[src/logic/dft_pkg.sv]
package dft_pkg;

   // ----------------------------------------------------------------
   // Register indices; the byte address is four times the index.
   // ----------------------------------------------------------------
   localparam logic [9:0] IDX_LCD_HDISP_WIDTH       = 10'h032;
   localparam logic [9:0] IDX_LCD_HNONDISP_PERIOD   = 10'h034;
   localparam logic [9:0] IDX_LCD_VDISP_HEIGHT_LOW  = 10'h038;
   localparam logic [9:0] IDX_LCD_VDISP_HEIGHT_HIGH = 10'h039;
   localparam logic [9:0] IDX_LCD_VNONDISP_PERIOD   = 10'h03a;
   localparam logic [9:0] IDX_CRT_HDISP_WIDTH       = 10'h050;
   localparam logic [9:0] IDX_CRT_HNONDISP_PERIOD   = 10'h052;
   localparam logic [9:0] IDX_CRT_VDISP_HEIGHT_LOW  = 10'h056;
   localparam logic [9:0] IDX_CRT_VDISP_HEIGHT_HIGH = 10'h057;
   localparam logic [9:0] IDX_CRT_VNONDISP_PERIOD   = 10'h058;
   localparam logic [9:0] IDX_PATH_CONTROL          = 10'h0f0;
   localparam logic [9:0] IDX_PIXEL_DIVIDER         = 10'h0f1;
   localparam logic [9:0] IDX_PATH_STATUS           = 10'h0f2;
   localparam logic [9:0] IDX_PANEL_LINE            = 10'h0f3;
   localparam logic [9:0] IDX_MONITOR_LINE          = 10'h0f4;

   // ----------------------------------------------------------------
   // Control bit positions.
   // ----------------------------------------------------------------
   localparam int CTL_PANEL_ON   = 0;
   localparam int CTL_PANEL_DUAL = 1;
   localparam int CTL_MON_ON     = 2;
   localparam int CTL_TELE_MODE  = 3;
   localparam int CTL_PAL        = 4;

   // ----------------------------------------------------------------
   // Reset values and timing counts.
   // ----------------------------------------------------------------
   localparam logic [7:0]  REG_RESET      = 8'h00;
   localparam logic [11:0] PIXELS_PER_COL = 12'h008;
   localparam logic [11:0] NTSC_EXTRA     = 12'h006;
   localparam logic [11:0] PAL_EXTRA      = 12'h007;
   localparam logic [10:0] ONE_LINE       = 11'h001;

endpackage : dft_pkg

[src/logic/dft_frame_timing.sv]
// The Wishbone slave port was decided locally.
`timescale 1ns/100ps
module dft_frame_timing
   import dft_pkg::*;
(
   // Clock and reset.
   input  wire logic        clk,
   input  wire logic        reset,
   // Wishbone slave.
   input  wire logic        cyc_i,
   input  wire logic        stb_i,
   input  wire logic        we_i,
   input  wire logic [11:0] adr_i,
   input  wire logic [3:0]  sel_i,
   input  wire logic [31:0] dat_i,
   output logic      [31:0] dat_o,
   output logic             ack_o,
   // Panel path.
   output logic             panelPixelStrobe,
   output logic             panelDisplayEnable,
   output logic             panelLineStart,
   output logic             panelFrameStart,
   // Monitor or television path.
   output logic             monitorPixelStrobe,
   output logic             monitorDisplayEnable,
   output logic             monitorLineStart,
   output logic             monitorFrameStart
);

   // ----------------------------------------------------------------
   // Field decoding.
   // ----------------------------------------------------------------
   function automatic logic [11:0] timesEight(input logic [6:0] field);
      logic [11:0] wide;
      wide = {5'h00, field};
      timesEight = (wide + 12'h001) * PIXELS_PER_COL;
   endfunction : timesEight

   function automatic logic [10:0] heightOf(input logic [7:0] high, input logic [7:0] low);
      heightOf = {1'b0, high[1:0], low} + ONE_LINE;
   endfunction : heightOf

   // ----------------------------------------------------------------
   // Registers.
   // ----------------------------------------------------------------
   logic [7:0] lcdHdispWidth;
   logic [7:0] lcdHnondispPeriod;
   logic [7:0] lcdVdispHeightLow;
   logic [7:0] lcdVdispHeightHigh;
   logic [7:0] lcdVnondispPeriod;
   logic [7:0] crtHdispWidth;
   logic [7:0] crtHnondispPeriod;
   logic [7:0] crtVdispHeightLow;
   logic [7:0] crtVdispHeightHigh;
   logic [7:0] crtVnondispPeriod;
   logic [7:0] pathControl;
   logic [7:0] pixelDivider;
   logic [9:0] index;
   logic       busWrite;

   assign index    = adr_i[11:2];
   assign busWrite = cyc_i && stb_i && we_i && ack_o && sel_i[0];

   // ----------------------------------------------------------------
   // Register writes.
   // ----------------------------------------------------------------
   // A write lands at the edge where the master sees ack high.
   always_ff @(posedge clk or posedge reset) begin
      if (reset) begin
         lcdHdispWidth <= REG_RESET;
      end else if (busWrite && index == IDX_LCD_HDISP_WIDTH) begin
         lcdHdispWidth <= dat_i[7:0];
      end
   end

   always_ff @(posedge clk or posedge reset) begin
      if (reset) begin
         lcdHnondispPeriod <= REG_RESET;
      end else if (busWrite && index == IDX_LCD_HNONDISP_PERIOD) begin
         lcdHnondispPeriod <= dat_i[7:0];
      end
   end

   always_ff @(posedge clk or posedge reset) begin
      if (reset) begin
         lcdVdispHeightLow <= REG_RESET;
      end else if (busWrite && index == IDX_LCD_VDISP_HEIGHT_LOW) begin
         lcdVdispHeightLow <= dat_i[7:0];
      end
   end

   always_ff @(posedge clk or posedge reset) begin
      if (reset) begin
         lcdVdispHeightHigh <= REG_RESET;
      end else if (busWrite && index == IDX_LCD_VDISP_HEIGHT_HIGH) begin
         lcdVdispHeightHigh <= dat_i[7:0];
      end
   end

   always_ff @(posedge clk or posedge reset) begin
      if (reset) begin
         lcdVnondispPeriod <= REG_RESET;
      end else if (busWrite && index == IDX_LCD_VNONDISP_PERIOD) begin
         lcdVnondispPeriod <= dat_i[7:0];
      end
   end

   always_ff @(posedge clk or posedge reset) begin
      if (reset) begin
         crtHdispWidth <= REG_RESET;
      end else if (busWrite && index == IDX_CRT_HDISP_WIDTH) begin
         crtHdispWidth <= dat_i[7:0];
      end
   end

   always_ff @(posedge clk or posedge reset) begin
      if (reset) begin
         crtHnondispPeriod <= REG_RESET;
      end else if (busWrite && index == IDX_CRT_HNONDISP_PERIOD) begin
         crtHnondispPeriod <= dat_i[7:0];
      end
   end

   always_ff @(posedge clk or posedge reset) begin
      if (reset) begin
         crtVdispHeightLow <= REG_RESET;
      end else if (busWrite && index == IDX_CRT_VDISP_HEIGHT_LOW) begin
         crtVdispHeightLow <= dat_i[7:0];
      end
   end

   always_ff @(posedge clk or posedge reset) begin
      if (reset) begin
         crtVdispHeightHigh <= REG_RESET;
      end else if (busWrite && index == IDX_CRT_VDISP_HEIGHT_HIGH) begin
         crtVdispHeightHigh <= dat_i[7:0];
      end
   end

   always_ff @(posedge clk or posedge reset) begin
      if (reset) begin
         crtVnondispPeriod <= REG_RESET;
      end else if (busWrite && index == IDX_CRT_VNONDISP_PERIOD) begin
         crtVnondispPeriod <= dat_i[7:0];
      end
   end

   always_ff @(posedge clk or posedge reset) begin
      if (reset) begin
         pathControl <= REG_RESET;
      end else if (busWrite && index == IDX_PATH_CONTROL) begin
         pathControl <= dat_i[7:0];
      end
   end

   always_ff @(posedge clk or posedge reset) begin
      if (reset) begin
         pixelDivider <= REG_RESET;
      end else if (busWrite && index == IDX_PIXEL_DIVIDER) begin
         pixelDivider <= dat_i[7:0];
      end
   end

   // ----------------------------------------------------------------
   // Per-path limits in pixels and lines.
   // ----------------------------------------------------------------
   logic        pathOn    [2];
   logic [3:0]  divVal    [2];
   logic [11:0] hActLim   [2];
   logic [11:0] hTotLim   [2];
   logic [10:0] vActLim   [2];
   logic [10:0] vTotLim   [2];
   logic        halfLast  [2];
   logic [10:0] panelLines;
   logic [10:0] monLines;
   logic [10:0] monBlank;
   logic [11:0] monHBlank;
   logic        teleMode;

   assign teleMode   = pathControl[CTL_TELE_MODE];
   assign panelLines = heightOf(lcdVdispHeightHigh, lcdVdispHeightLow);
   assign monLines   = heightOf(crtVdispHeightHigh, crtVdispHeightLow);
   assign monBlank   = {4'h0, crtVnondispPeriod[6:0]} + ONE_LINE;

   always_comb begin
      if (teleMode) begin
         monHBlank = {3'h0, crtHnondispPeriod[5:0], 3'h0}
                   + (pathControl[CTL_PAL] ? PAL_EXTRA : NTSC_EXTRA);
      end else begin
         monHBlank = timesEight({1'b0, crtHnondispPeriod[5:0]});
      end
   end

   always_comb begin
      pathOn[0]   = pathControl[CTL_PANEL_ON];
      pathOn[1]   = pathControl[CTL_MON_ON];
      divVal[0]   = pixelDivider[3:0];
      divVal[1]   = pixelDivider[7:4];
      hActLim[0]  = timesEight(lcdHdispWidth[6:0]);
      hTotLim[0]  = hActLim[0] + timesEight({2'h0, lcdHnondispPeriod[4:0]});
      if (pathControl[CTL_PANEL_DUAL]) begin
         vActLim[0] = (panelLines + ONE_LINE) >> 1;
      end else begin
         vActLim[0] = panelLines;
      end
      vTotLim[0]  = vActLim[0] + {5'h00, lcdVnondispPeriod[5:0]} + ONE_LINE;
      halfLast[0] = 1'b0;
      hActLim[1]  = timesEight(crtHdispWidth[6:0]);
      hTotLim[1]  = hActLim[1] + monHBlank;
      vActLim[1]  = monLines;
      vTotLim[1]  = monLines + monBlank + (teleMode ? ONE_LINE : 11'h000);
      halfLast[1] = teleMode;
   end

   // ----------------------------------------------------------------
   // Per-path pixel strobe and raster counters.
   // ----------------------------------------------------------------
   logic [3:0]  divCnt   [2];
   logic        pxEn     [2];
   logic [11:0] hCount   [2];
   logic [10:0] vCount   [2];
   logic [1:0]  dispOut;
   logic [1:0]  lineOut;
   logic [1:0]  frameOut;
   logic [1:0]  strobeOut;

   for (genvar i = 0; i < 2; i++) begin : gPath
      logic        lastLine;
      logic [11:0] lineLen;
      logic        lineEnd;

      assign lastLine = vCount[i] >= (vTotLim[i] - ONE_LINE);
      assign lineLen  = (halfLast[i] && lastLine) ? (hTotLim[i] >> 1) : hTotLim[i];
      assign lineEnd  = hCount[i] >= (lineLen - 12'h001);
      assign pxEn[i]  = pathOn[i] && (divCnt[i] >= divVal[i]);

      always_ff @(posedge clk or posedge reset) begin
         if (reset) begin
            divCnt[i] <= 4'h0;
         end else if (!pathOn[i] || pxEn[i]) begin
            divCnt[i] <= 4'h0;
         end else begin
            divCnt[i] <= divCnt[i] + 4'h1;
         end
      end

      always_ff @(posedge clk or posedge reset) begin
         if (reset) begin
            hCount[i] <= 12'h000;
         end else if (!pathOn[i]) begin
            hCount[i] <= 12'h000;
         end else if (pxEn[i]) begin
            hCount[i] <= lineEnd ? 12'h000 : hCount[i] + 12'h001;
         end
      end

      always_ff @(posedge clk or posedge reset) begin
         if (reset) begin
            vCount[i] <= 11'h000;
         end else if (!pathOn[i]) begin
            vCount[i] <= 11'h000;
         end else if (pxEn[i] && lineEnd) begin
            vCount[i] <= lastLine ? 11'h000 : vCount[i] + ONE_LINE;
         end
      end

      always_ff @(posedge clk or posedge reset) begin
         if (reset) begin
            dispOut[i] <= 1'b0;
         end else begin
            dispOut[i] <= pathOn[i] && (hCount[i] < hActLim[i]) && (vCount[i] < vActLim[i]);
         end
      end

      always_ff @(posedge clk or posedge reset) begin
         if (reset) begin
            lineOut[i]   <= 1'b0;
            frameOut[i]  <= 1'b0;
            strobeOut[i] <= 1'b0;
         end else begin
            lineOut[i]   <= pxEn[i] && lineEnd;
            frameOut[i]  <= pxEn[i] && lineEnd && lastLine;
            strobeOut[i] <= pxEn[i];
         end
      end
   end

   assign panelPixelStrobe     = strobeOut[0];
   assign panelDisplayEnable   = dispOut[0];
   assign panelLineStart       = lineOut[0];
   assign panelFrameStart      = frameOut[0];
   assign monitorPixelStrobe   = strobeOut[1];
   assign monitorDisplayEnable = dispOut[1];
   assign monitorLineStart     = lineOut[1];
   assign monitorFrameStart    = frameOut[1];

   // ----------------------------------------------------------------
   // Status bits.
   // ----------------------------------------------------------------
   logic panelVBlank;
   logic monitorVBlank;

   assign panelVBlank   = vCount[0] >= vActLim[0];
   assign monitorVBlank = vCount[1] >= vActLim[1];

   // ----------------------------------------------------------------
   // Bus answer.
   // ----------------------------------------------------------------
   logic [31:0] next_dat;

   always_comb begin
      next_dat = 32'h0000_0000;
      case (index)
         IDX_LCD_HDISP_WIDTH:       next_dat[7:0]  = lcdHdispWidth;
         IDX_LCD_HNONDISP_PERIOD:   next_dat[7:0]  = lcdHnondispPeriod;
         IDX_LCD_VDISP_HEIGHT_LOW:  next_dat[7:0]  = lcdVdispHeightLow;
         IDX_LCD_VDISP_HEIGHT_HIGH: next_dat[7:0]  = lcdVdispHeightHigh;
         IDX_LCD_VNONDISP_PERIOD:   next_dat[7:0]  = lcdVnondispPeriod;
         IDX_CRT_HDISP_WIDTH:       next_dat[7:0]  = crtHdispWidth;
         IDX_CRT_HNONDISP_PERIOD:   next_dat[7:0]  = crtHnondispPeriod;
         IDX_CRT_VDISP_HEIGHT_LOW:  next_dat[7:0]  = crtVdispHeightLow;
         IDX_CRT_VDISP_HEIGHT_HIGH: next_dat[7:0]  = crtVdispHeightHigh;
         IDX_CRT_VNONDISP_PERIOD:   next_dat[7:0]  = crtVnondispPeriod;
         IDX_PATH_CONTROL:          next_dat[7:0]  = pathControl;
         IDX_PIXEL_DIVIDER:         next_dat[7:0]  = pixelDivider;
         IDX_PATH_STATUS:           next_dat[3:0]  = {monitorVBlank, dispOut[1],
                                                      panelVBlank, dispOut[0]};
         IDX_PANEL_LINE:            next_dat[10:0] = vCount[0];
         IDX_MONITOR_LINE:          next_dat[10:0] = vCount[1];
         default:                   next_dat       = 32'h0000_0000;
      endcase
   end

   always_ff @(posedge clk or posedge reset) begin
      if (reset) begin
         ack_o <= 1'b0;
      end else begin
         ack_o <= cyc_i && stb_i && !ack_o;
      end
   end

   always_ff @(posedge clk or posedge reset) begin
      if (reset) begin
         dat_o <= 32'h0000_0000;
      end else begin
         dat_o <= (cyc_i && stb_i && !we_i && !ack_o) ? next_dat : 32'h0000_0000;
      end
   end

endmodule : dft_frame_timing

[config.mk]
export PLATFORM = sky130hd
export DESIGN_NAME = dft_frame_timing
export DESIGN_NICKNAME = d
export VERILOG_FILES = /design/src/logic/dft_pkg.sv /design/src/logic/dft_frame_timing.sv
export SDC_FILE = /design/constraint.sdc
export NUM_CORES = 1
export LEC_CHECK = 0
export BUFFER_PORTS_ARGS = -buffer_cell sky130_fd_sc_hd__clkbuf_2
export CAP_MARGIN = 20
export CORE_ASPECT_RATIO = 0.5
export CORE_MARGIN = 1.5
export CORE_UTILIZATION = 60
export DETAILED_ROUTE_END_ITERATION = 8
export PLACE_DENSITY = 0.91
export SETUP_SLACK_MARGIN = 0.1
export SLEW_MARGIN = 20
export SYNTH_ARGS = -nofsm -noshare
export SYNTH_HDL_FRONTEND = slang
export SYNTH_SLANG_ARGS = --single-unit
[constraint.sdc]
create_clock -name clk -period 8.2 [get_ports clk]
set_input_delay 1.64 -clock clk [delete_from_list [all_inputs] [get_ports clk]]
set_output_delay 1.64 -clock clk [all_outputs]
set_load 0.01 [all_outputs]
# Yosys cells after proc, flatten, opt, wreduce, memory -nomap -nowiden
# Cells that the tools add are included.
[totals]
reg_bits = 170
word_cells = 143
in_bits = 53
[op_classes]
n_lt_le_gt_ge = 12
n_eq_ne = 19
n_addsub = 25
reduce_logical = 36
n_mux = 23
[ops]
columns = ["cell", "count"]
rows = [
  ["2-to-1 mux 11 bit", 8],
  ["2-to-1 mux 12 bit", 7],
  ["case mux 4 bit (15 select lines)", 1],
  ["case mux 4 bit (14 select lines)", 1],
  ["equality test 10 x 6 -> 1 bit, second input constant", 5],
  ["equality test 10 x 7 -> 1 bit, second input constant", 5],
  ["equality test 10 x 8 -> 1 bit, second input constant", 5],
  ["adder 11 x 1 -> 11 bit, second input constant", 4],
  [">= comparator 11 bit", 4],
  ["logical AND 1 bit", 30],
  ["adder 12 x 1 -> 12 bit, second input constant", 2],
  ["adder 7 x 1 -> 8 bit, second input constant", 3],
  [">= comparator 12 bit", 2],
  ["less-than comparator 12 x 11 -> 1 bit", 2],
  ["subtractor 12 x 1 -> 12 bit, second input constant", 2],
  ["adder 10 x 1 -> 11 bit, second input constant", 2],
  ["less-than comparator 11 bit", 2],
  ["subtractor 11 x 1 -> 11 bit, second input constant", 2],
  ["adder 11 x 12 -> 12 bit", 1],
  ["adder 11 x 9 -> 12 bit", 1],
  ["adder 11 x 1 -> 11 bit", 1],
  ["adder 11 x 6 -> 11 bit", 1],
  ["adder 11 x 8 -> 11 bit", 1],
  ["adder 9 x 3 -> 10 bit", 1],
  ["other kinds (11)", 22],
]

# Depth between registers and ports, before layout
[logic_depth]
ltp_word = 12
depth_mapped = 36
ltp_nobuf = 35

# Least setup slack after synthesis
# Ideal clock, no wire load.
[synth_path]
path_type = "flip-flop to flip-flop"
from = "reg crtVdispHeightLow[1]"
to = "reg vCount[7] (netlist bit)"
t_arrival_ns = 6.289
setup_slack_ns = 1.785
period_less_slack_ns = 6.415
n_path_buf = 1
stages_incl_launch_ff = 31
cell_sequence = "dfrtp_1 ha_1 inv_1 fa_1 inv_1 a21oi_1 o21bai_1 a21o_1 a21o_1 a21o_1 nand2_1 o31a_1 ha_1 a21oi_1 o21ai_0 clkbuf_1 o21ai_0 ha_1 nand2b_1 nor2_1 o21ai_0 or4_1 or4_1 and3_1 ha_1 o21ai_0 a21oi_1 and3b_1 nand2_1 and2_1 a221o_1"
[synth_between]
elab_chain_len = 11
word_cells_on_any_way = 14
classes_between = "5 x add/sub; 2 x order compare; 1 x eq/ne; 4 x mux; 2 x reduce/logical"
[synth_lines]
columns = ["item", "line_no", "source"]
rows = [
  ["start: declaration", "dft_frame_timing.sv:53", "logic [7:0] crtVdispHeightLow;"],
  ["start signal: assignment", "dft_frame_timing.sv:128", "crtVdispHeightLow <= dat_i[7:0];"],
  ["adder 10 x 1 -> 11 bit *", "dft_frame_timing.sv:40", "heightOf = {1'b0, high[1:0], low} + ONE_LINE;"],
  ["adder 11 x 8 -> 11 bit *", "dft_frame_timing.sv:211", "vTotLim[1] = monLines + monBlank + (teleMode ? ONE_LINE : 11'h000);"],
  ["adder 11 x 1 -> 11 bit *", "dft_frame_timing.sv:211", ""],
  ["subtractor 11 x 1 -> 11 bit *", "dft_frame_timing.sv:232", "assign lastLine = vCount[i] >= (vTotLim[i] - ONE_LINE);"],
  [">= comparator 11 bit *", "dft_frame_timing.sv:232", ""],
  ["logical AND 1 bit", "dft_frame_timing.sv:233", "assign lineLen = (halfLast[i] && lastLine) ? (hTotLim[i] >> 1) : hTotLim[i];"],
  ["2-to-1 mux 12 bit", "dft_frame_timing.sv:233", ""],
  ["subtractor 12 x 1 -> 12 bit", "dft_frame_timing.sv:234", "assign lineEnd = hCount[i] >= (lineLen - 12'h001);"],
  [">= comparator 12 bit", "dft_frame_timing.sv:234", ""],
  ["logical AND 1 bit", "dft_frame_timing.sv:262", "end else if (pxEn[i] && lineEnd) begin"],
  ["inequality test 2 x 1 -> 1 bit (no source line)", "n/a", ""],
  ["end signal: indexed assignment", "dft_frame_timing.sv:263", "vCount[i] <= lastLine ? 11'h000 : vCount[i] + ONE_LINE;"],
  ["end: declaration", "dft_frame_timing.sv:221", "logic [10:0] vCount [2];"],
]
# Every way passes the cells marked *; elsewhere a longest branch is shown, timed or not. The select of a mux whose other input is x is not followed.
# A chain may end at the register's enable or synchronous reset.

# Worst setup path after layout
# Same ends and word-level chain as after synthesis.

==> results.json <==
{
  "status": "completed",
  "vias_per_cell": 6.56,
  "fin_nets": 1605,
  "skew_ns": 0.00901,
  "synth-seq-cells": 170,
  "cts_buffers": 17,
  "synth-main-ff-cell": "dfrtp_1",
  "grt_pass1_wl_um": 59500,
  "die_w_um": 210,
  "area_delta_synth_final_pct": 7.10,
  "fp-row-count": 37,
  "cts_tree": "done",
  "crit_slowest_cell": "or4_1",
  "grt_max_degree": 95,
  "multi_input_area_um2": 8030,
  "start_kind": "flip-flop",
  "synth_top_area_share_pct": 33.1,
  "ant_nets": 0,
  "fin_crit_sh_pct": 92.0,
  "drive_gt1_share_pct": 14.1,
  "die_area_um2": 22300,
  "finalWirelength_um": 37000,
  "crit_buf_inv": 0,
  "gp_congestion": 1.00,
  "maxCapViolCount": 0,
  "detailed_place_hpwl_um": 27100,
  "rr_startpoint": "crtVdispHeightLow[1]$_DFFE_PP0P_",
  "clock_latency_ns": 0.45,
  "min_from": "divCnt[4]$_DFF_PP0_",
  "nFillCells": 1537,
  "leakagePower_nw": 6.47,
  "cp-end-kind": "flip-flop",
  "h-tree-depth": 4,
  "cp_data_arrival_time_ns": 7.86,
  "grt_overflow": 0,
  "finalHoldViolCount": 0,
  "syn-cell-area_um2": 12800,
  "min_path_cells": 1,
  "critPathMaxFanout": 10,
  "setup_violations": 0,
  "path_clk_slew_ns": 0.07,
  "grt_usage_pct": 34.3,
  "holdPathEnd": "divCnt[4]$_DFF_PP0_",
  "async_reset_ff_share_pct": 100,
  "cpMostUsedCell": "ha_1",
  "relSlewSlack_pct": 29.2,
  "final_cell_count_no_fill": 1700,
  "regArea_um2": 4260,
  "cts_root_buf": "clkbuf_16",
  "syn_avg_cell_area_um2": 9.24,
  "report.final.slew_viol_count": 0,
  "post-route-drc-count": 0,
  "cts_buffer_depth": 2,
  "coreArea_um2": 20800,
  "synth-edff-count": 0,
  "ir_drop_mv": 0.126,
  "cts.sinks": 170,
  "synth_cells": 1390,
  "yosysMostFrequentCell": "dfrtp_1",
  "critical_path_class": "reg -> reg",
  "grt_pass1_vias": 11400,
  "r2r-end": "vCount[7]$_DFFE_PP0P_",
  "portBuffers": 43,
  "antenna_found_initial": 0,
  "cpPeakStageDelay_ns": 0.59,
  "ys_top_cells_by_count": "dfrtp_1 (170), ha_1 (134), nand2_1 (102)",
  "dr.pass1.iters": 6,
  "critPathTopFamily": "compound AO/OA/AOI/OAI gates",
  "powerDensity_nw_per_um2": 126,
  "rsz0062_at_grt": "no",
  "r2r_setup_slack_ns": 0.66,
  "die_y_um": 106,
  "dp_cells": 1667,
  "power_w": 0.00173,
  "r2r_cells": 28,
  "synth_top_area_cell": "dfrtp_1",
  "worst_slew_pin_slew_ns": 1.05,
  "io_pins": 94,
  "max_freq_ghz": 0.133,
  "vias": 11200,
  "layout_min_cycle_time_ns": 7.54,
  "synthTopCellsByArea": "dfrtp_1 (33%), ha_1 (13%), mux2_2 (8.2%)",
  "holdCritPathClass": "reg -> reg",
  "synth_seq_area_share_pct": 33.1,
  "wl_per_cell_um": 21.8,
  "synth_cell_types": 76,
  "drt-initial-drc-count": 1030,
  "worst_ep_required_time_ns": 8.52,
  "final.setup.tns_ns": 0,
  "start_util_pct": 61.8,
  "ys_warn_count": 0
}
==> timing repair <==
item | CTS | global route
endpoints found under the setup margin | 0 | 1
hold buffers | 0 | 0
buffers inserted | 0 | 0
resized for setup | 0 | 1
hold endpoints to repair | 0 | 0
==> registers in the layout, summed over array words and instances (netlist names), 8 cells and up <==
name and cells:
crtVdispHeightHigh 8, crtHnondispPeriod 8, vCount 22, pixelDivider 8
lcdHnondispPeriod 8, hCount 24, divCnt 8, lcdVnondispPeriod 8
dat_o 11, pathControl 8, lcdVdispHeightLow 8, crtVnondispPeriod 8
lcdHdispWidth 8, crtHdispWidth 8, crtVdispHeightLow 8, lcdVdispHeightHigh 8
==> stage by stage <==
stage	util (%)	area [um^2]	setup WS, ns	hold slack (ns)
after detailed placement	63.3	13200	0.801	0.482
after floorplan	-	12900	1.78	0.454
after CTS	66.1	13700	0.729	0.491
after global routing	66.2	13800	0.188	0.512
final	66.2	13800	0.658	0.490
after global placement	63.3	13200	1.05	0.474
==> final cells by class <==
cell class	instances	share of cell area (%)
diodes	1	0.0182
clock inverters	10	0.773
repair buffers	47	1.78
flip-flops and latches	170	30.9
clock buffers	22	3.52
inverters	76	2.11
well taps	273	2.48
multi-input cells	1101	58.4
==> worst max-delay path by stage <==
| stage | from | end | slack, ns | cells after the start |
|---|---|---|---|---|
| floorplan | crtVdispHeightLow[1]$_DFFE_PP0P_ | vCount[7]$_DFFE_PP0P_ | 1.78 | 30 |
| global placement | pathControl[3]$_DFFE_PP0P_ | vCount[7]$_DFFE_PP0P_ | 1.05 | 31 |
| detailed placement | pathControl[3]$_DFFE_PP0P_ | vCount[7]$_DFFE_PP0P_ | 0.80 | 31 |
| CTS | pathControl[3]$_DFFE_PP0P_ | vCount[7]$_DFFE_PP0P_ | 0.73 | 31 |
| global route | crtVdispHeightLow[1]$_DFFE_PP0P_ | vCount[7]$_DFFE_PP0P_ | 0.19 | 28 |
| finish | crtVdispHeightLow[1]$_DFFE_PP0P_ | vCount[7]$_DFFE_PP0P_ | 0.66 | 28 |
==> power by group <==
group,total (W),internal (W),switching [W]
Combinational,0.0000676,0.0000121,0.0000555
Sequential,0.000839,0.000839,0.000000793
Clock,0.000827,0.000456,0.000371
==> metal layers <==
layer	global-route usage [%]	wire length, um	up-vias
met5	0	0	-
met4	16.5	1590	0
met3	7.03	3220	166
met2	57.6	17400	579
met1	42.7	14900	5376
li1	-	-	5029
==> cell families after synthesis <==
| family | count (synthesis) | synth area share, % |
|---|---|---|
| muxes | 119 | 10.2 |
| DFF | 170 | 33.1 |
| other | 1 | 0.0292 |
| and+or+nand+nor | 421 | 16.3 |
| AOI/OAI and AO/OA | 316 | 15.7 |
| xor gates and xnor gates | 85 | 5.85 |
| adders and majority gates | 139 | 13.8 |
| buffers and inverters | 139 | 4.98 |
==> worst register-to-register path, delay by kind of cell, from the launching register on <==
family | cells | cell delay [ns]
adders and majority gates | 5 | 1.44
and+or+nand+nor | 8 | 2.16
DFF | 1 | 0.49
xor gates and xnor gates | 2 | 0.42
AOI/OAI and AO/OA | 13 | 2.89
==> layout by cell type (no fill, tap or decap), drive strengths merged, types with 10 or more instances in the layout <==
cell type / count
nor2: 98
a21o: 33
nand4: 11
o21ai: 88
nand2b: 18
ha: 134
xnor2: 43
and3: 18
clkbuf: 65
nand2: 103
mux2: 94
xor2: 42
nor2b: 17
o211ai: 10
mux2i: 25
o21a: 14
nand3: 69
a22oi: 16
a31oi: 17
nor3: 41
inv: 80
conb: 21
dfrtp: 170
a21oi: 68
No activity file was read; power rests on OpenSTA's default activity.
